==> config.mk <==
export PLATFORM = sky130hd
export DESIGN_NAME = evct_timer
export DESIGN_NICKNAME = d
export VERILOG_FILES = /design/src/evct_pkg.sv /design/src/evct_edge_filter.sv /design/src/evct_prescaler.sv /design/src/evct_timer.sv
export SDC_FILE = /design/constraint.sdc
export NUM_CORES = 1
export LEC_CHECK = 0
export BUFFER_PORTS_ARGS = -buffer_cell sky130_fd_sc_hd__buf_2
export CAP_MARGIN = 20
export CORE_ASPECT_RATIO = 0.8
export CORE_MARGIN = 8
export CORE_UTILIZATION = 51
export CTS_BUF_LIST = sky130_fd_sc_hd__clkbuf_16
export CTS_CLUSTER_DIAMETER = 120
export DETAILED_ROUTE_END_ITERATION = 6
export GPL_TIMING_DRIVEN = 0
export PLACE_DENSITY = 0.75
export REMOVE_ABC_BUFFERS = 1
export SLEW_MARGIN = 20
export SYNTH_ARGS = -nofsm -noshare
export SYNTH_HDL_FRONTEND = slang
export SYNTH_SLANG_ARGS = --single-unit
export TNS_END_PERCENT = 5
==> constraint.sdc <==
create_clock -name mclk -period 3.93 [get_ports mclk]
set_input_delay 0.786 -clock mclk [delete_from_list [all_inputs] [get_ports mclk]]
set_output_delay 0.786 -clock mclk [all_outputs]
set_load 0.01 [all_outputs]
==> src/evct_pkg.sv <==
// Function
// - event pin edges counted, compare0 match raises
// - later matches every compare0 plus one edges
// - first match after compare0 plus two edges
// - edge valid after two equal consecutive samples
// - compare1 match still raises its interrupt
// - mode zero stops and clears counter
// - edge-clear mode: edge zeroes, else wraps
// - edge-clear mode counts at once on entry
// - compare registers match counter, raise interrupts
// - register0 captures on capture pin or opposite
// - register1 captures on event edge; edge-clear mode then clears counter
// - toggle bit adds event edge output toggling
// - opposite-phase capture into register0 without interrupt
// - mode three clears counter on compare0 match
package evct_pkg;
    // byte addresses of the word registers
    localparam logic [4:0] OFS_CNT  = 5'h00;
    localparam logic [4:0] OFS_CR0  = 5'h04;
    localparam logic [4:0] OFS_CR1  = 5'h08;
    localparam logic [4:0] OFS_MODE = 5'h0C;
    localparam logic [4:0] OFS_CRC  = 5'h10;
    localparam logic [4:0] OFS_PRM  = 5'h14;
    localparam logic [4:0] OFS_OUT  = 5'h18;
    // field positions
    localparam int MODE_LO    = 2;
    localparam int MODE_TGL   = 1;
    localparam int CRC_CAP0   = 0;
    localparam int CRC_REV    = 1;
    localparam int CRC_CAP1   = 2;
    localparam int PRM_SEL_LO = 0;
    localparam int PRM_EVT_LO = 4;
    localparam int PRM_CAP_LO = 6;
    localparam int OUT_LVL    = 1;
    // reset values
    localparam logic [15:0] RST_CR  = 16'h0000;
    localparam logic [7:0]  RST_REG = 8'h00;
    // operating modes
    localparam logic [1:0] MODE_STOP  = 2'h0;
    localparam logic [1:0] MODE_FREE  = 2'h1;
    localparam logic [1:0] MODE_EDGE  = 2'h2;
    localparam logic [1:0] MODE_MATCH = 2'h3;
    // count clock selections beyond the divider taps
    localparam logic [2:0] SEL_EVENT = 3'h6;
    localparam logic [2:0] SEL_EXT   = 3'h7;
    // edge selections
    localparam logic [1:0] EDGE_FALL = 2'h0;
    localparam logic [1:0] EDGE_RISE = 2'h1;
    localparam logic [1:0] EDGE_NONE = 2'h2;
    localparam logic [1:0] EDGE_BOTH = 2'h3;
    // prescaler divider width
    localparam int DIV_W = 5;
    // bus handshake states
    typedef enum logic [1:0] {
        EVCT_BUS_IDLE = 2'b01,
        EVCT_BUS_ACK  = 2'b10
    } evct_bus_e;
endpackage : evct_pkg

==> src/evct_edge_filter.sv <==
`timescale 1ns/1ns
`default_nettype none
module evct_edge_filter (
    input  wire logic       mclk,
    input  wire logic       rst,
    input  wire logic       pin,
    input  wire logic [1:0] edge_sel,
    output logic            valid_edge,
    output logic            opp_edge
);
    logic sync1_ff;
    logic sync2_ff;
    logic samp_ff;
    logic lvl_ff;
    logic rise_ff;
    logic fall_ff;
    logic take;

    // level accepted once two samples agree
    assign take = (sync2_ff == samp_ff) && (sync2_ff != lvl_ff);

    // synchroniser, sample history and filtered level
    always_ff @(posedge mclk or posedge rst)
    begin
        if (rst)
        begin
            sync1_ff <= 1'b0;
            sync2_ff <= 1'b0;
            samp_ff  <= 1'b0;
            lvl_ff   <= 1'b0;
            rise_ff  <= 1'b0;
            fall_ff  <= 1'b0;
        end
        else
        begin
            sync1_ff <= pin;
            sync2_ff <= sync1_ff;
            samp_ff  <= sync2_ff;
            if (take)
                lvl_ff <= sync2_ff;
            rise_ff  <= take & sync2_ff;
            fall_ff  <= take & ~sync2_ff;
        end
    end

    // edge selection and its opposite phase
    assign valid_edge = (edge_sel == evct_pkg::EDGE_RISE) ? rise_ff :
                        (edge_sel == evct_pkg::EDGE_FALL) ? fall_ff :
                        (edge_sel == evct_pkg::EDGE_BOTH) ?
                        (rise_ff | fall_ff) : 1'b0;
    assign opp_edge   = (edge_sel == evct_pkg::EDGE_RISE) ? fall_ff :
                        (edge_sel == evct_pkg::EDGE_FALL) ? rise_ff :
                        1'b0;
endmodule : evct_edge_filter
`default_nettype wire

==> src/evct_prescaler.sv <==
`timescale 1ns/1ns
`default_nettype none
module evct_prescaler #(
    parameter int DIVW = evct_pkg::DIV_W
) (
    input  wire logic       mclk,
    input  wire logic       rst,
    input  wire logic [2:0] sel,
    input  wire logic       evt_tick,
    input  wire logic       ext_tick,
    output logic            tick
);
    logic [DIVW-1:0] div_ff;
    logic [DIVW-1:0] low_mask;
    logic            div_hit;

    // free-running divider for the power-of-two taps
    always_ff @(posedge mclk or posedge rst)
    begin
        if (rst)
            div_ff <= '0;
        else
            div_ff <= div_ff + 1'b1;
    end

    // tap n fires once every 2**n cycles
    assign low_mask = ~({DIVW{1'b1}} << sel);
    assign div_hit  = (div_ff & low_mask) == low_mask;
    assign tick     = (sel == evct_pkg::SEL_EVENT) ? evt_tick :
                      (sel == evct_pkg::SEL_EXT)   ? ext_tick :
                      div_hit;
endmodule : evct_prescaler
`default_nettype wire

==> src/evct_timer.sv <==
`timescale 1ns/1ns
`default_nettype none
module evct_timer (
    input  wire logic        mclk,
    input  wire logic        rst,
    input  wire logic [4:0]  avs_address,
    input  wire logic        avs_read,
    input  wire logic        avs_write,
    input  wire logic [31:0] avs_writedata,
    input  wire logic [3:0]  avs_byteenable,
    output logic [31:0]      avs_readdata,
    output logic             avs_waitrequest,
    input  wire logic        event_in_pin,
    input  wire logic        capture_in_pin,
    input  wire logic        ext_tick,
    output logic             match0_irq,
    output logic             match1_irq,
    output logic             timer_out_pin
);
    evct_pkg::evct_bus_e bus_ff;
    evct_pkg::evct_bus_e nxt_bus;
    logic [31:0] rdata_ff;
    logic [31:0] nxt_rdata;
    logic [15:0] up_counter_ff;
    logic [15:0] nxt_up_counter;
    logic [15:0] capcmp_reg0_ff;
    logic [15:0] nxt_capcmp_reg0;
    logic [15:0] capcmp_reg1_ff;
    logic [15:0] nxt_capcmp_reg1;
    logic [7:0]  timer_mode_ctrl_reg_ff;
    logic [7:0]  capcmp_ctrl_reg_ff;
    logic [7:0]  prescaler_mode_reg_ff;
    logic        lvl_ff;
    logic        nxt_lvl;
    logic        started_ff;
    logic        nxt_started;
    logic        irq0_ff;
    logic        irq1_ff;
    logic        req;
    logic        commit;
    logic        wr_cr0;
    logic        wr_cr1;
    logic        wr_mode;
    logic        wr_crc;
    logic        wr_prm;
    logic        wr_out;
    logic [15:0] wmask;
    logic [1:0]  op_mode;
    logic        edge_toggle_enable;
    logic        cap0_mode;
    logic        cap1_mode;
    logic        reverse_phase_capture_sel;
    logic [2:0]  count_clock_sel;
    logic        evt_valid;
    logic        evt_opp;
    logic        cap_valid;
    logic        tick;
    logic        run;
    logic        cnt_tick;
    logic        edge_clr;
    logic        m0_hit;
    logic        m1_hit;
    logic        cap0_take;
    logic        cap1_take;
    logic        irq0;
    logic        irq1;
    logic        toggle;

    // control fields
    assign op_mode            = timer_mode_ctrl_reg_ff[evct_pkg::MODE_LO+:2];
    assign edge_toggle_enable = timer_mode_ctrl_reg_ff[evct_pkg::MODE_TGL];
    assign cap0_mode          = capcmp_ctrl_reg_ff[evct_pkg::CRC_CAP0] &
                                (op_mode != evct_pkg::MODE_MATCH);
    assign reverse_phase_capture_sel =
                                capcmp_ctrl_reg_ff[evct_pkg::CRC_REV];
    assign cap1_mode          = capcmp_ctrl_reg_ff[evct_pkg::CRC_CAP1];
    assign count_clock_sel    =
        prescaler_mode_reg_ff[evct_pkg::PRM_SEL_LO+:3];

    // filtered edges of the event and capture pins
    evct_edge_filter u_evt_filter (
        .mclk       (mclk),
        .rst        (rst),
        .pin        (event_in_pin),
        .edge_sel   (prescaler_mode_reg_ff[evct_pkg::PRM_EVT_LO+:2]),
        .valid_edge (evt_valid),
        .opp_edge   (evt_opp)
    );

    evct_edge_filter u_cap_filter (
        .mclk       (mclk),
        .rst        (rst),
        .pin        (capture_in_pin),
        .edge_sel   (prescaler_mode_reg_ff[evct_pkg::PRM_CAP_LO+:2]),
        .valid_edge (cap_valid),
        .opp_edge   ()
    );

    // count clock: divider tap, event edge or external tick
    evct_prescaler #(
        .DIVW (evct_pkg::DIV_W)
    ) u_prescaler (
        .mclk     (mclk),
        .rst      (rst),
        .sel      (count_clock_sel),
        .evt_tick (evt_valid),
        .ext_tick (ext_tick),
        .tick     (tick)
    );

    // bus handshake: one wait cycle, commit on the second
    assign req             = avs_read | avs_write;
    assign commit          = req & (bus_ff == evct_pkg::EVCT_BUS_ACK);
    assign avs_waitrequest = req & ~commit;
    assign avs_readdata    = rdata_ff;
    assign nxt_bus         = commit ? evct_pkg::EVCT_BUS_IDLE :
                             req    ? evct_pkg::EVCT_BUS_ACK  :
                             evct_pkg::EVCT_BUS_IDLE;

    // write decode and byte lanes
    assign wr_cr0  = avs_write & commit & (avs_address == evct_pkg::OFS_CR0);
    assign wr_cr1  = avs_write & commit & (avs_address == evct_pkg::OFS_CR1);
    assign wr_mode = avs_write & commit & avs_byteenable[0] &
                     (avs_address == evct_pkg::OFS_MODE);
    assign wr_crc  = avs_write & commit & avs_byteenable[0] &
                     (avs_address == evct_pkg::OFS_CRC);
    assign wr_prm  = avs_write & commit & avs_byteenable[0] &
                     (avs_address == evct_pkg::OFS_PRM);
    assign wr_out  = avs_write & commit & avs_byteenable[0] &
                     (avs_address == evct_pkg::OFS_OUT);
    assign wmask   = {{8{avs_byteenable[1]}}, {8{avs_byteenable[0]}}};

    // read mux, unmapped reads as zero
    assign nxt_rdata =
        (avs_address == evct_pkg::OFS_CNT)  ? {16'h0000, up_counter_ff} :
        (avs_address == evct_pkg::OFS_CR0)  ? {16'h0000, capcmp_reg0_ff} :
        (avs_address == evct_pkg::OFS_CR1)  ? {16'h0000, capcmp_reg1_ff} :
        (avs_address == evct_pkg::OFS_MODE) ?
            {24'h000000, timer_mode_ctrl_reg_ff} :
        (avs_address == evct_pkg::OFS_CRC)  ?
            {24'h000000, capcmp_ctrl_reg_ff} :
        (avs_address == evct_pkg::OFS_PRM)  ?
            {24'h000000, prescaler_mode_reg_ff} :
        (avs_address == evct_pkg::OFS_OUT)  ?
            {30'h00000000, lvl_ff, 1'b0} :
        32'h00000000;

    // counting qualifiers; mode three skips its first count clock
    assign run      = op_mode != evct_pkg::MODE_STOP;
    assign cnt_tick = tick & run &
                      (started_ff | (op_mode != evct_pkg::MODE_MATCH));
    assign nxt_started = run & (started_ff | tick);
    assign edge_clr = (op_mode == evct_pkg::MODE_EDGE) & evt_valid;

    // compare matches on the count clock
    assign m0_hit = cnt_tick & ~cap0_mode &
                    (up_counter_ff == capcmp_reg0_ff);
    assign m1_hit = cnt_tick & ~cap1_mode &
                    (up_counter_ff == capcmp_reg1_ff);

    // next count value
    assign nxt_up_counter =
        !run     ? evct_pkg::RST_CR :
        edge_clr ? evct_pkg::RST_CR :
        ((op_mode == evct_pkg::MODE_MATCH) & m0_hit) ?
            evct_pkg::RST_CR :
        cnt_tick ? up_counter_ff + 16'h0001 :
        up_counter_ff;

    // capture triggers and interrupt causes
    assign cap0_take = run & cap0_mode &
                       (reverse_phase_capture_sel ? evt_opp
                                                  : cap_valid);
    assign cap1_take = run & cap1_mode & evt_valid;
    assign irq0 = m0_hit | (run & cap0_mode & cap_valid);
    assign irq1 = m1_hit | cap1_take;

    // capture beats a software write in the same cycle
    assign nxt_capcmp_reg0 = cap0_take ? up_counter_ff :
        wr_cr0 ? ((capcmp_reg0_ff & ~wmask) | (avs_writedata[15:0] & wmask))
               : capcmp_reg0_ff;
    assign nxt_capcmp_reg1 = cap1_take ? up_counter_ff :
        wr_cr1 ? ((capcmp_reg1_ff & ~wmask) | (avs_writedata[15:0] & wmask))
               : capcmp_reg1_ff;

    // output toggles on matches, optionally on event edges
    assign toggle  = m0_hit | m1_hit |
                     (edge_toggle_enable & evt_valid & run);
    assign nxt_lvl = (wr_out ? avs_writedata[evct_pkg::OUT_LVL] : lvl_ff)
                     ^ toggle;

    // bus state and read data
    always_ff @(posedge mclk or posedge rst)
    begin
        if (rst)
        begin
            bus_ff   <= evct_pkg::EVCT_BUS_IDLE;
            rdata_ff <= 32'h00000000;
        end
        else
        begin
            bus_ff   <= nxt_bus;
            rdata_ff <= nxt_rdata;
        end
    end

    // control registers
    always_ff @(posedge mclk or posedge rst)
    begin
        if (rst)
        begin
            timer_mode_ctrl_reg_ff <= evct_pkg::RST_REG;
            capcmp_ctrl_reg_ff     <= evct_pkg::RST_REG;
            prescaler_mode_reg_ff  <= evct_pkg::RST_REG;
        end
        else
        begin
            if (wr_mode)
                timer_mode_ctrl_reg_ff <= avs_writedata[7:0];
            if (wr_crc)
                capcmp_ctrl_reg_ff <= avs_writedata[7:0];
            if (wr_prm)
                prescaler_mode_reg_ff <= avs_writedata[7:0];
        end
    end

    // counter, capture registers, output level and pulses
    always_ff @(posedge mclk or posedge rst)
    begin
        if (rst)
        begin
            up_counter_ff  <= evct_pkg::RST_CR;
            capcmp_reg0_ff <= evct_pkg::RST_CR;
            capcmp_reg1_ff <= evct_pkg::RST_CR;
            started_ff     <= 1'b0;
            lvl_ff         <= 1'b0;
            irq0_ff        <= 1'b0;
            irq1_ff        <= 1'b0;
        end
        else
        begin
            up_counter_ff  <= nxt_up_counter;
            capcmp_reg0_ff <= nxt_capcmp_reg0;
            capcmp_reg1_ff <= nxt_capcmp_reg1;
            started_ff     <= nxt_started;
            lvl_ff         <= nxt_lvl;
            irq0_ff        <= irq0;
            irq1_ff        <= irq1;
        end
    end

    assign match0_irq    = irq0_ff;
    assign match1_irq    = irq1_ff;
    assign timer_out_pin = lvl_ff;
endmodule : evct_timer
`default_nettype wire

**Word level (Yosys, flattened, before mapping)**

Index checks and enable logic that the tools add are counted.

- Bits in registers: 111
- Input port bits: 48
- Word-level logic and storage cells: 143

- Add/sub/neg operators: 2
- Eq/ne operators: 24
- Shifts and indexed selects: 1
- Mux-type cells: 29
- Bitwise gates (word level): 54
- Reductions and logical operators: 8

Operators with widths:

| kind | count |
|---|---|
| 16-bit two-way mux | 11 |
| 16-bit bitwise AND | 3 |
| 16-bit == test | 2 |
| 16-bit OR | 2 |
| 1-bit bitwise AND | 31 |
| 8-bit two-way mux | 3 |
| 16-bit by 1-bit adder with 16-bit output, second input constant | 1 |
| 16-bit NOT | 1 |
| 5-bit == test, second input constant | 3 |
| 1-bit two-way mux | 12 |
| 2-bit == test, second input constant | 5 |
| 5-bit by 4-bit == test with 1-bit output, second input constant | 2 |
| 1-bit OR | 9 |
| 3-bit == test, second input constant | 2 |
| 2-bit two-way mux | 3 |
| 2-bit nonzero test | 3 |
| 5-bit by 1-bit adder with 5-bit output, second input constant | 1 |
| 5-bit bitwise AND | 1 |
| 5-bit by 3-bit == test with 1-bit output, second input constant | 1 |
| 5-bit == test | 1 |
| 5-bit logical NOT | 1 |
| 1-bit NOT | 5 |
| 5-bit NOT | 1 |
| 5-bit by 3-bit << shifter with 5-bit output, first input constant | 1 |
| other kinds (8) | 13 |

**Logic depth before layout (Yosys ltp)**

- Word-level depth: 14
- Gate-level depth with buffers: 10
- Gate-level depth less buffers: 7

**Cells and area by module**

A second synthesis with hierarchy kept.

- Cells, all modules: 632
- Area, all modules: 5928.2 sq um

By module, submodules not included:

| module | instances | cells an instance | area an instance (sq um) | seq. area each (sq um) |
|---|---|---|---|---|
| evct_timer | 1 | 572 | 5243.8 | 2353.5 |
| evct_edge_filter | 2 | 17 | 212.7 | 150.1 |
| evct_prescaler | 1 | 26 | 259.0 | 125.1 |

**Worst setup path after synthesis**

Ideal clock, no wire load.

- Path type: input to register
- Start: input avs_address[4]
- End: register (tool-made name)
- Setup time: 0.137 ns
- Data arrival time: 2.222 ns
- Setup slack: 1.571 ns
- Stages on the path: 7
- Buffers on the path: 2
- Cells stage by stage: or3_1 > clkbuf_1 > nor2_1 > and3_1 > buf_4 > mux2i_1 > a21oi_1

RTL lines:

| element | RTL line | RTL |
|---|---|---|
| from (decl) | evct_timer.sv:6 | `input wire logic [4:0] avs_address,` |

==> flow_summary.toml <==
[place]
place_congestion = 0.902
port_buffers = 49
preCtsSetupSlack_ps = 616
dpl-instance-area_um2 = 5920
hpwl_um = 9640

[drt]
antenna_left = 0
post_drt_wl_per_cell_um = 18.4
dr.pass1.iters = 5
drtIter0Drc = 453
wl_um = 13700
viasPerCell = 5.84
vias = 4337
drc_errors = 0

[grt]
grt_max_degree = 71
grt_overflow_total = 0
track_usage = 0.187
grt_pass1_wl_um = 22000
antenna_found_initial = 0
grt_pass1_vias = 4193

[floorplan]
initial_core_util = 0.524
pin_count = 84
die_h_um = 110
coreArea_um2 = 10800
rows = 34
design.die.area_um2 = 14800
die_w_um = 134

[setup_path]
worst_ep_arrival_time_ps = 3270
crit_path_top_delay_cell = "or3_1"
cp_slowest_stage_delay_ps = 690
cp_max_fo = 15
path_cells = "buf_2 -> or3_1 -> nor2_1 -> and3_1 -> mux2i_1 -> a21oi_1"
start_kind = "input port"
cp_data_required_time_ps = 4130
critPathCaptureType = "flip-flop"
crit_type = "input port to flip-flop"

[synth]
synthCells = 568
syn_avg_cell_area_um2 = 10.0
ys_ff_latch = 111
yosys-top-cells-count = "dfrtp_1, nor2_1, nand2_1"
synth_edf_count = 0
ys_seq_area_frac = 0.489
yosysTopAreaCellShare = 0.485
synth_largest_area_cell = "dfrtp_1"
syn_area_um2 = 5680
synthArstFlopShare = 1.00
synth-main-ff-cell = "dfrtp_1"
yosysWarningCount = 0
yosysMostFrequentCell = "dfrtp_1"
synth.area.top_cells = "dfrtp_1, xor2_1, mux2_2"
synth_cell_types = 49

[timing]
rsz0062_at_grt = "no"
slew_headroom = 0.311
final-setup-viol-count = 0
period_share = 0.780
hold_viol = 0
fin_ws_ps = 865
clock.fmax_mhz = 326
fin_crit_ps = 3060
fin_skew_ps = 10.8
worst_pin_slew_ps = 1030
slew_viol_final = 0

[layout]
diodes = 0
fin_area_um2 = 6230
area_growth_pct = 9.74
nFillCells = 912
layout-drive-gt1-share = 0.177
fin_nets = 644

[clocking]
clock-root-buffer = "clkbuf_16"
clk_pin_slew_ps = 70
cts_buffer_depth = 2
ctsHtreeMaxLevel = 3
cts_resized = 0
cts_tree = "done"
post_cts_buffers = 0
clock_latency_ps = 350
cts.sink_count = 111
ctsHoldBuffers = 0
numCtsBuffers = 9

[run]
maxCapViolCount = 0

[outcome]
status = "finished, final reports clean"

[pwr]
ir_worst_vdd_mv = 0.211
leakage_nw = 2.91
power.density_nw_per_um2 = 401

[worst_hold_path]
hp-class = "flip-flop to flip-flop"
==> placed cells by master (no fill, tap or decap), drive strengths merged, types with 11 or more instances in the layout <==
cell type and instances:
buf 54, and3 14, o21ai 19, nand3 17
nor2 67, xor2 45, dfrtp 110, nand4 11
a21oi 41, mux2 28, nand2 47, conb 16
mux2i 30
==> stage by stage <==
step / TNS [ps] / power (mW) / utilization / std cells / hold slack (ps)
final: 0 / 2.50 / 0.575 / 743 / 352
after global routing: 0 / 2.59 / 0.575 / 743 / 361
after CTS: 0 / 2.51 / 0.573 / 742 / 355
after detailed placement: 0 / 1.60 / 0.546 / 726 / 338
after global placement: -105860 / 1.58 / 0.541 / 722 / 333
after floorplan: 0 / 1.49 / - / 529 / 331
==> path summary, 6_finish.rpt <==
path / startpoint / end / slack (ps) / cells after the start
setup / recovery: avs_address[4] / flip-flop / 870 / 6
hold / removal: u_cap_filter.sync1_ff$_DFF_PP0_ / u_cap_filter.sync2_ff$_DFF_PP0_ / 350 / 0
setup reg to reg: prescaler_mode_reg_ff[4]$_DFFE_PP0P_ / flip-flop / 1310 / 6
hold reg to reg: u_cap_filter.sync1_ff$_DFF_PP0_ / u_cap_filter.sync2_ff$_DFF_PP0_ / 350 / 0
max in group asynchronous: rst / up_counter_ff[13]$_DFFE_PP0P_ / 2830 / 3
min in group asynchronous: rst / u_prescaler.div_ff[4]$_DFF_PP0_ / 440 / 2
==> cells by family (layout without fill, tap and decap cells) <==
logic type / after synthesis / count (layout) / share of synthesized area
AOI/OAI and AO/OA: 95 / 95 / 0.104
xor gates and xnor gates: 52 / 52 / 0.0802
adders and majority gates: 4 / 4 / 0.00793
buffers and inverters: 61 / 77 / 0.0566
DFF: 111 / 111 / 0.489
muxes: 58 / 58 / 0.108
other: 1 / 16 / 0.000660
and+or+nand+nor: 186 / 186 / 0.153
==> power by group <==
group	internal (mW)	leakage, nW	switching (mW)
Sequential	1.22	1.39	0.0703
Combinational	0.122	1.38	0.173
Clock	0.496	0.147	0.419
Total	1.84	2.91	0.663
==> worst max-delay path: cells and delay by family <==
kind	cells	cell delay (ps)
simple gates	3	1990
buf+inv	1	120
mux	1	280
compound gates	1	90
==> layer usage <==
layer / part of all wire / global-route usage / wire length, um / vias up
li1: - / - / - / 1995
met1: 0.45 / 0.255 / 6120 / 2132
met2: 0.46 / 0.289 / 6230 / 195
met3: 0.085 / 0.0462 / 1160 / 15
met4: 0.012 / 0.0639 / 161 / 0
met5: 0 / 0 / 0 / -
==> area by class of cell <==
cell class                      instances  area (um2)  share of cell area
Clock buffer                            9         225              0.0361
Inverter                                7        31.3             0.00502
Tap cell                              144         180              0.0289
Clock inverter                          7        72.6              0.0116
Sequential cell                       111        2780               0.446
Multi-Input combinational cell        411        2650               0.424
Timing Repair Buffer                   54         300              0.0482
No activity file was read; power rests on OpenSTA's default activity.
